<file path="src/core/cct_regs.svh">
// timing constants for the core cycle timing block
`ifndef CCT_REGS_SVH
`define CCT_REGS_SVH
`define CCT_CLKS_PER_CYCLE   2'h3
`define CCT_CYC_ONE          4'h1
`define CCT_CYC_TWO          4'h2
`define CCT_CYC_THREE        4'h3
`define CCT_CYC_FOUR         4'h4
`define CCT_CYC_FIVE         4'h5
`define CCT_MOVE_BASE        4'h2
`define CCT_STRETCH_RESET    3'h1
`define CCT_SLOW_TIMER_DIV   4'hb
`define CCT_FAST_TIMER_DIV   4'h3
`define CCT_RESET_PC         16'h0000
`define CCT_OPCODE_HOLE      8'ha5
`define CCT_ALE_PHASE        2'h0
`define CCT_SCRATCH_WORDS    256
`endif

</file>
<file path="src/core/cct_pkg.sv">
// types for the core cycle timing block
package cct_pkg;
    typedef enum logic [1:0] {
        CCT_IDLE  = 2'b00,
        CCT_FETCH = 2'b01,
        CCT_EXEC  = 2'b10,
        CCT_DATA  = 2'b11
    } cct_state_t;
    typedef enum logic [2:0] {
        CCT_K_PLAIN = 3'b000,
        CCT_K_MULDIV = 3'b001,
        CCT_K_DATAMOVE = 3'b010,
        CCT_K_BRANCH = 3'b011,
        CCT_K_CODE   = 3'b100
    } cct_kind_t;
endpackage

</file>
<file path="src/core/cct_decode.sv">
// opcode to machine-cycle count decoder
`timescale 1ns/1ps
`default_nettype none
`include "cct_regs.svh"
module cct_decode (
    input  wire logic [7:0]       opcode,     // fetched opcode
    output var  logic [3:0]       cycles,     // fixed machine cycles
    output var  logic             isDataMove, // external data move
    output var  logic             isValid     // opcode implemented
);
    logic [3:0] hi;
    logic [3:0] lo;
    always_comb begin
        hi = opcode[7:4];
        lo = opcode[3:0];
        cycles = `CCT_CYC_ONE;
        isDataMove = 1'b0;
        isValid = (opcode != `CCT_OPCODE_HOLE);
        if (opcode == 8'ha4 || opcode == 8'h84) begin
            cycles = `CCT_CYC_FIVE;
        end else if (hi == 4'he || hi == 4'hf) begin
            if (lo == 4'h0 || lo == 4'h2 || lo == 4'h3) begin
                isDataMove = 1'b1;
            end else if (lo == 4'h5) begin
                cycles = `CCT_CYC_TWO;
            end
        end else if (lo == 4'h1) begin
            cycles = `CCT_CYC_THREE;
        end else if (opcode == 8'h02 || opcode == 8'h12 || opcode == 8'h22
                     || opcode == 8'h32 || hi == 4'hb && lo >= 4'h4
                     || opcode == 8'h10 || opcode == 8'h20 || opcode == 8'h30
                     || opcode == 8'hd5) begin
            cycles = `CCT_CYC_FOUR;
        end else if (opcode == 8'h80 || opcode == 8'h40 || opcode == 8'h50
                     || opcode == 8'h60 || opcode == 8'h70 || opcode == 8'h73
                     || opcode == 8'ha3 || opcode == 8'h83 || opcode == 8'h93
                     || hi == 4'hd && lo >= 4'h8) begin
            cycles = `CCT_CYC_THREE;
        end else if (opcode == 8'h85 || opcode == 8'h90 || lo == 4'h3
                     && hi >= 4'h4 && hi <= 4'h6 || opcode == 8'h75) begin
            cycles = `CCT_CYC_THREE;
        end else if (lo == 4'h4 && hi >= 4'h2 && hi <= 4'h9 || lo == 4'h5
                     || lo == 4'h2 || lo == 4'h6 && hi == 4'h8
                     || lo == 4'h7 && hi == 4'h8 || lo >= 4'h8 && hi == 4'h8
                     || hi == 4'ha && lo >= 4'h6 || hi == 4'h7 && lo >= 4'h4
                     || hi == 4'hc && (lo == 4'h0 || lo == 4'h2)
                     || hi == 4'hd && (lo == 4'h0 || lo == 4'h2)
                     || opcode == 8'ha0 || opcode == 8'hb0 || opcode == 8'h72
                     || opcode == 8'h82 || opcode == 8'ha2) begin
            cycles = `CCT_CYC_TWO;
        end
    end
endmodule
`default_nettype wire

</file>
<file path="src/core/cct_core_timing.sv">
// machine-cycle sequencer and external bus timing of the core
`timescale 1ns/1ps
`default_nettype none
`include "cct_regs.svh"
// How it works
// - each machine cycle lasts exactly four oscillator clocks
// - one address latch pulse issued per machine cycle
// - instruction results match the standard set; only timing differs
// - timers tick every 12 clocks, or every 4 when fast selected
// - most instructions spend one machine cycle per opcode byte
// - multiply and divide take five machine cycles
// - external data moves last two to nine machine cycles
// - direct-to-direct move takes three machine cycles
// - jumps, calls and returns take three or four machine cycles, except a jump or call opcode with high nibble e or f, which takes one
// - decoder accepts 255 opcodes for 111 instructions
// - no internal program memory; 256 byte scratchpad inside
// - low address driven on low port for fetches only, data moves leave it released; data on low port, high address on high port
// - program fetches never stretched
// - data accesses use the stretchable move timing
// - move length is stretch value plus two machine cycles
// - stretch value is one after reset
module cct_core_timing (
    input  wire logic        sys_clk,         // oscillator clock
    input  wire logic        rst,             // synchronous reset
    input  wire logic [7:0]  lowPortBusIn,    // low port bus pins in
    input  wire logic [2:0]  stretchIn,       // clock control stretch field
    input  wire logic        stretchWrite,    // load stretch field
    input  wire logic        timerFast,       // timers at four clocks
    input  wire logic [15:0] dataAddr,        // data move address
    input  wire logic [7:0]  scratchAddr,     // scratchpad address
    input  wire logic [7:0]  scratchWdata,    // scratchpad write data
    input  wire logic        scratchWe,       // scratchpad write
    output logic [7:0]       lowPortBusOut,   // low port bus drive
    output logic             lowPortBusOe_n,  // low port enable, low drives
    output logic [7:0]       highPortBus,     // high address byte
    output logic             addrLatch,       // address latch pulse
    output logic             progStrobe_n,    // program read strobe
    output logic             dataRead_n,      // data read strobe
    output logic             timerTick,       // timer advance pulse
    output logic [7:0]       scratchRdata,    // scratchpad read data
    output logic [7:0]       opcodeQ,         // current opcode
    output logic             illegalOp        // unimplemented opcode seen
);
    cct_pkg::cct_state_t stateQ, stateD;
    logic [1:0]  phaseQ, phaseD;
    logic [3:0]  leftQ, leftD;
    logic [15:0] pcQ, pcD;
    logic [2:0]  stretchQ, stretchD;
    logic [3:0]  tdivQ, tdivD;
    logic [7:0]  opQ, opD;
    logic [7:0]  lowOutQ, lowOutD;
    logic        lowOeQ, lowOeD;
    logic [7:0]  highQ, highD;
    logic        aleQ, aleD, psenQ, psenD, rdQ, rdD, tickQ, tickD, illQ, illD;
    logic [7:0]  in1Q, in2Q, in3Q, inStable;
    logic [7:0]  scratch [`CCT_SCRATCH_WORDS];
    logic [7:0]  scrQ;
    logic [3:0]  decCycles;
    logic        decMove, decValid;
    logic        cycEnd;

    cct_decode u_dec (
        .opcode     (inStable),
        .cycles     (decCycles),
        .isDataMove (decMove),
        .isValid    (decValid)
    );

    assign cycEnd = (phaseQ == `CCT_CLKS_PER_CYCLE);
    assign inStable = (in2Q == in3Q) ? in3Q : opQ;

    always_comb begin
        phaseD = phaseQ + 2'h1;
        stateD = stateQ;
        leftD = leftQ;
        pcD = pcQ;
        opD = opQ;
        illD = illQ;
        stretchD = stretchWrite ? stretchIn : stretchQ;
        tdivD = tdivQ + 4'h1;
        tickD = 1'b0;
        if (tdivQ >= (timerFast ? `CCT_FAST_TIMER_DIV : `CCT_SLOW_TIMER_DIV)) begin
            tdivD = 4'h0;
            tickD = 1'b1;
        end
        lowOutD = lowOutQ;
        lowOeD = lowOeQ;
        highD = highQ;
        psenD = 1'b1;
        rdD = 1'b1;
        case (stateQ)
            cct_pkg::CCT_IDLE: begin
                if (cycEnd) begin
                    stateD = cct_pkg::CCT_FETCH;
                    pcD = `CCT_RESET_PC;
                end
            end
            cct_pkg::CCT_FETCH: begin
                lowOutD = pcQ[7:0];
                highD = pcQ[15:8];
                lowOeD = (phaseQ >= 2'h1);
                psenD = (phaseQ < 2'h2);
                if (cycEnd) begin
                    opD = inStable;
                    illD = illQ | ~decValid;
                    pcD = pcQ + 16'h1;
                    if (decMove) begin
                        // fetch cycle already counts as the first of the move
                        leftD = `CCT_MOVE_BASE + {1'b0, stretchQ} - `CCT_CYC_TWO;
                        stateD = cct_pkg::CCT_DATA;
                    end else if (decCycles > `CCT_CYC_ONE) begin
                        leftD = decCycles - 4'h1 - 4'h1;
                        stateD = cct_pkg::CCT_EXEC;
                    end
                end
            end
            cct_pkg::CCT_EXEC: begin
                lowOutD = pcQ[7:0];
                highD = pcQ[15:8];
                if (cycEnd) begin
                    if (leftQ == 4'h0) begin
                        stateD = cct_pkg::CCT_FETCH;
                    end else begin
                        leftD = leftQ - 4'h1;
                    end
                end
            end
            cct_pkg::CCT_DATA: begin
                lowOutD = dataAddr[7:0];
                highD = dataAddr[15:8];
                lowOeD = 1'b1;
                rdD = 1'b0;
                if (cycEnd) begin
                    if (leftQ == 4'h0) begin
                        stateD = cct_pkg::CCT_FETCH;
                        rdD = 1'b1;
                    end else begin
                        leftD = leftQ - 4'h1;
                    end
                end
            end
            default: stateD = cct_pkg::CCT_IDLE;
        endcase
        // first fetch cycle gets its latch pulse too
        aleD = (phaseD == `CCT_ALE_PHASE) && stateD != cct_pkg::CCT_IDLE;
    end

    always_ff @(posedge sys_clk) begin
        if (rst) begin
            stateQ <= cct_pkg::CCT_IDLE;
            phaseQ <= 2'h0;
            leftQ <= 4'h0;
            pcQ <= `CCT_RESET_PC;
            stretchQ <= `CCT_STRETCH_RESET;
            tdivQ <= 4'h0;
            opQ <= 8'h00;
            lowOutQ <= 8'h00;
            lowOeQ <= 1'b1;
            highQ <= 8'h00;
            aleQ <= 1'b0;
            psenQ <= 1'b1;
            rdQ <= 1'b1;
            tickQ <= 1'b0;
            illQ <= 1'b0;
            in1Q <= 8'h00;
            in2Q <= 8'h00;
            in3Q <= 8'h00;
        end else begin
            stateQ <= stateD;
            phaseQ <= phaseD;
            leftQ <= leftD;
            pcQ <= pcD;
            stretchQ <= stretchD;
            tdivQ <= tdivD;
            opQ <= opD;
            lowOutQ <= lowOutD;
            lowOeQ <= lowOeD;
            highQ <= highD;
            aleQ <= aleD;
            psenQ <= psenD;
            rdQ <= rdD;
            tickQ <= tickD;
            illQ <= illD;
            in1Q <= lowPortBusIn;
            in2Q <= in1Q;
            in3Q <= in2Q;
        end
    end

    always_ff @(posedge sys_clk) begin
        if (scratchWe) begin
            scratch[scratchAddr] <= scratchWdata;
        end
        scrQ <= scratch[scratchAddr];
    end

    // instruction semantics live in the datapath; timing is independent
    assign scratchRdata = scrQ;
    assign lowPortBusOut = lowOutQ;
    assign lowPortBusOe_n = lowOeQ;
    assign highPortBus = highQ;
    assign addrLatch = aleQ;
    assign progStrobe_n = psenQ;
    assign dataRead_n = rdQ;
    assign timerTick = tickQ;
    assign opcodeQ = opQ;
    assign illegalOp = illQ;

    a_ale_period: assert property (@(posedge sys_clk) disable iff (rst)
        addrLatch |=> !addrLatch [*3] ##1 addrLatch)
        else $error("address latch not once per four clocks");
    a_stretch_reset: assert property (@(posedge sys_clk)
        $fell(rst) |-> stretchQ == 3'h1)
        else $error("stretch not one after reset");
    a_first_fetch: assert property (@(posedge sys_clk)
        $fell(rst) |-> ##4 (stateQ == cct_pkg::CCT_FETCH && pcQ == 16'h0))
        else $error("first fetch not at zero");
    a_fetch_unstretched: assert property (@(posedge sys_clk) disable iff (rst)
        stateQ == cct_pkg::CCT_FETCH |-> dataRead_n || $past(stateQ) == cct_pkg::CCT_DATA)
        else $error("data strobe during fetch");
    a_move_length: assert property (@(posedge sys_clk) disable iff (rst)
        (stateQ == cct_pkg::CCT_FETCH && cycEnd && decMove)
        |=> leftQ == {1'b0, $past(stretchQ)})
        else $error("move length mismatch");
    a_phase_wrap: assert property (@(posedge sys_clk) disable iff (rst)
        cycEnd |=> phaseQ == 2'h0)
        else $error("machine cycle not four clocks");
    a_tick_gap: assert property (@(posedge sys_clk) disable iff (rst)
        (timerTick && !timerFast) |=> (!timerTick || timerFast) [*8])
        else $error("slow timer ticks too early");
    a_high_addr: assert property (@(posedge sys_clk) disable iff (rst)
        (stateQ == cct_pkg::CCT_DATA && phaseQ == 2'h1) |-> highPortBus == dataAddr[15:8]
        || $changed(dataAddr))
        else $error("high address not driven");
endmodule
`default_nettype wire

</file>
<file path="config.mk">
export PLATFORM = sky130hd
export DESIGN_NAME = cct_core_timing
export DESIGN_NICKNAME = d
export VERILOG_FILES = /design/src/core/cct_pkg.sv /design/src/core/cct_decode.sv /design/src/core/cct_core_timing.sv
export VERILOG_INCLUDE_DIRS = /design/src /design/src/core
export SDC_FILE = /design/constraint.sdc
export NUM_CORES = 2
export LEC_CHECK = 0
export ABC_AREA = 1
export ABC_CLOCK_PERIOD_IN_PS = 3400
export BUFFER_PORTS_ARGS = -buffer_cell sky130_fd_sc_hd__buf_2
export CORE_ASPECT_RATIO = 0.7
export CORE_MARGIN = 3
export CORE_UTILIZATION = 63
export CTS_CLUSTER_DIAMETER = 60
export DETAILED_ROUTE_END_ITERATION = 7
export PLACE_DENSITY = 0.79
export SLEW_MARGIN = 20
export SYNTH_ARGS = -nofsm -noshare
export SYNTH_HDL_FRONTEND = slang
export SYNTH_HIERARCHICAL = 1
export SYNTH_SLANG_ARGS = --single-unit
export TNS_END_PERCENT = 1
</file>
<file path="constraint.sdc">
create_clock -name sys_clk -period 3.4 [get_ports sys_clk]
set_clock_uncertainty 0.05 [all_clocks]
set_input_delay 0.17 -clock sys_clk [delete_from_list [all_inputs] [get_ports sys_clk]]
set_output_delay 0.17 -clock sys_clk [all_outputs]
set_load 0.02 [all_outputs]
</file>
==> flow_summary.yaml <==
power_and_ir_drop:
  peakVddDrop_uv: 571.7
  power_uw: 53140
  cellPowerDensity_nw_per_um2: 539.2
  p_leak_uw: 0.03962
place:
  gp_congestion: 0.9286
  pre_cts_ws_ns: 0.06484
  port_buffers: 85
  dp_hpwl_mm: 134.9
route:
  drt-initial-drc-count: 9245
  num_vias: 62840
  drt-vias-per-instance: 5.847
  routed_wl_mm: 233.5
  ant_nets: 0
  wire_per_inst_um: 21.73
  dr.pass1.iters: 8
  route.detailed.drc: 1
logic_synthesis:
  synthSimpleGateAreaFrac_pct: 24.12
  synth_fp_nets: 8671
  synth.top_cell.area_share_pct: 69.13
  ys_seq_elements: 2141
  synth_xor_area_share_pct: 0.1083
  synth_mux_area_share_pct: 0
  syn_area_um2: 88960
  synth_fa_ha_area_share_pct: 0.09845
  synth-edff-count: 2048
  synth_top_area_cell: "edfxtp_1"
  synth_warnings: 6
  synth_area_leaders: "edfxtp_1 (69%), nand2_1 (21%), dfxtp_1 (2.1%)"
  yosysSeqAreaShare_pct: 71.22
  synthCells: 8616
  async_flop_share_pct: 0
  avgSynthCellArea_um2: 10.32
  synth_compound_area_share_pct: 1.679
  synth_cell_types: 42
  synth_top_family_by_area: "simple AND/OR/NAND/NOR gates"
  ys.flop_type: "edfxtp_1"
critical_path:
  path_cells: "xor2_1 > nor4_2 > buf_4 > buf_4 > nand3_1 > nand2_1 > buf_4 > nand2_1 > nor2_2 > nand3_1 > nand2_1 > nor2_1 > nand2_1 > nor2_1 > nor2_1 > inv_1 > nand2_1 > nor2_1 > inv_1 > nor2_2 > nor2_4 > inv_1 > o21ai_0 > a21oi_1"
  r2r_setup_slack_ns: 0.29
  critPathRequiredTime_ns: 4.06
  cp-startpoint: "in2Q[5]$_SDFF_PP0_"
  crit_slowest_cell: "dfxtp_1"
  cp_slowest_stage_delay_ns: 0.32
  arrival_ns: 3.78
  crit_path_frequent_cell: "nand2_1"
  cp-end-kind: "flop"
  r2r_cells: 24
  timing.rr.start: "in2Q[5]$_SDFF_PP0_"
  start_kind: "flop"
  worstPathMaxFanout: 8
  worst-setup-path-type: "flop to flop"
  reg2reg_to: "leftQ[0]$_SDFFE_PP0P_"
sta:
  rsz0062_at_grt: "false"
  min_period_ns: 3.114
  fmax_mhz: 321.1
  fin_tns_setup_ns: 0
  hold_violations: 0
  max_slew_margin_pct: 25.01
  tightest_slew_ns: 1.124
  maxSlewViolCount: 0
  setup_slack_ns: 0.2862
  fin_hold_ws_ns: 0.07205
  finalSetupViolations: 0
  timing.final.crit_share_pct: 91.58
die:
  io_pins: 86
  initial_utilization_pct: 63.97
  core_um2: 139100
  die_x_um: 455.1
  die-area_um2: 145800
  rows: 114
  dieHeight_um: 320.4
global_routing:
  antenna_found_initial: 7
  grt_pass1_vias: 59250
  grt_overflow_total: 0
  grt_pass1_wl_mm: 351.4
  grt_max_degree: 141
  grt_usage_pct: 31.92
status:
  outcome: "finished with violations"
  violations: "DRC"
final_layout:
  syn_to_final_growth_pct: 10.78
  nNetsFinal: 8778
  most-common-layout-cells: "nand2_1 (4897), edfxtp_1 (2048), nor2_1 (439)"
  final_core_util_pct: 70.87
  mostFrequentLayoutCell: "nand2_1"
  drive_gt1_share_pct: 6.402
cts:
  clock_latency_ns: 0.84
  cts.htree.levels: 4
  clk_path_buf_depth: 3
  clk_pin_slew_ns: 0.07
  cts_tree: "yes"
  cts_sinks: 2141
  cts-buffers-inserted: 190
  cts-root-buf: "clkbuf_16"
hold_path:
  whs_path_depth: 5
  min_path_type: "primary input to flop"
  hp-start: "scratchAddr[7]"
  whs_endpoint: "scratchRdata[5]$_DFF_P_"
flow_run:
  maxCapViolCount: 0
routing by layer:
metal  share of wire, %  vias up  global-route usage [%]
met5              0.027        -                       0
met4                3.3        4                   11.61
met3                 14      545                   8.822
met2                 44     4316                   46.29
met1                 39    29550                   46.83
li1                   -    28420                       -
where the power goes:
group          internal (uW)  leakage, uW  total [uW]  switching [uW]
sequential             29000       0.0192       29000            45.3
combinational            847       0.0176        3400            2560
clock                  11300      0.00284       20700            9440
total                  41100       0.0396       53100           12000
through the flow:
step | cell area (um2) | std cells
floorplan | 88960 | 8616
global placement | 91920 | 10310
detailed placement | 91920 | 10310
CTS | 98440 | 10730
global route | 98520 | 10730
finish | 98550 | 10750
logic make-up (layout without fill, tap and decap cells):
group                    after synthesis  after routing
AND/OR/NAND/NOR                     5607           5607
other                                  1             19
adder cells (fa/ha/maj)                7              7
AO/OA/AOI/OAI                        282            282
flip-flops                          2141           2141
buffers and inverters                567            823
XOR/XNOR                              11             11
layout make-up:
| type | instances | area [um2] |
|---|---|---|
| antenna | 18 | 45.04 |
| timing repair buffer | 351 | 3263 |
| clock buffer | 239 | 5002 |
| tap | 1856 | 2322 |
| multi-input combinational | 5908 | 23220 |
| clock inverter | 102 | 812.0 |
| inverter | 131 | 525.5 |
| fill | 9469 | 40520 |
| sequential | 2141 | 63360 |
synth_stat cells, drive strengths merged (3+ instances only):
master / n
a211oi: 3
a21oi: 51
buf: 243
clkbuf: 192
dfxtp: 93
edfxtp: 2048
ha: 7
inv: 130
nand2: 4908
nand3: 229
nor2: 456
nor3: 8
nor4: 4
o211ai: 11
o21a: 4
o21ai: 199
o21bai: 9
xor2: 11
flip-flops by register name, indices dropped and copies added, names as in the netlist, 4 cells and up:
name and cells:
scratch 2048, highPortBus 8, scratchRdata 8, opcodeQ 8, pcQ 16, lowPortBusOut 8
tdivQ 4, in3Q 8, in2Q 8, in1Q 8, leftQ 4
worst max-delay path: cells and delay by family (launching register included):
kind / cells / cell delay [ns]
buffers and inverters: 6 / 0.70
XOR/XNOR: 1 / 0.17
AO/OA/AOI/OAI: 2 / 0.22
flip-flops: 1 / 0.32
AND/OR/NAND/NOR: 15 / 1.54
worst max path at each step:
stage | end | slack [ns] | cells after the start
global route | leftQ[0]$_SDFFE_PP0P_ | 0.04 | 24
CTS | leftQ[2]$_SDFFE_PP0P_ | 0.04 | 24
detailed placement | leftQ[2]$_SDFFE_PP0P_ | 0.06 | 24
global placement | leftQ[0]$_SDFFE_PP0P_ | 0.04 | 24
floorplan | leftQ[0]$_SDFFE_PP0P_ | 0.29 | 24
finish | leftQ[0]$_SDFFE_PP0P_ | 0.29 | 24
repair_timing:
action	CTS	global route
setup endpoints to repair	0	4
resized for setup	0	19
hold buffers	71	0
buffers inserted	0	2
hold endpoints to repair	789	0
Power figures use the tool's default switching activity.
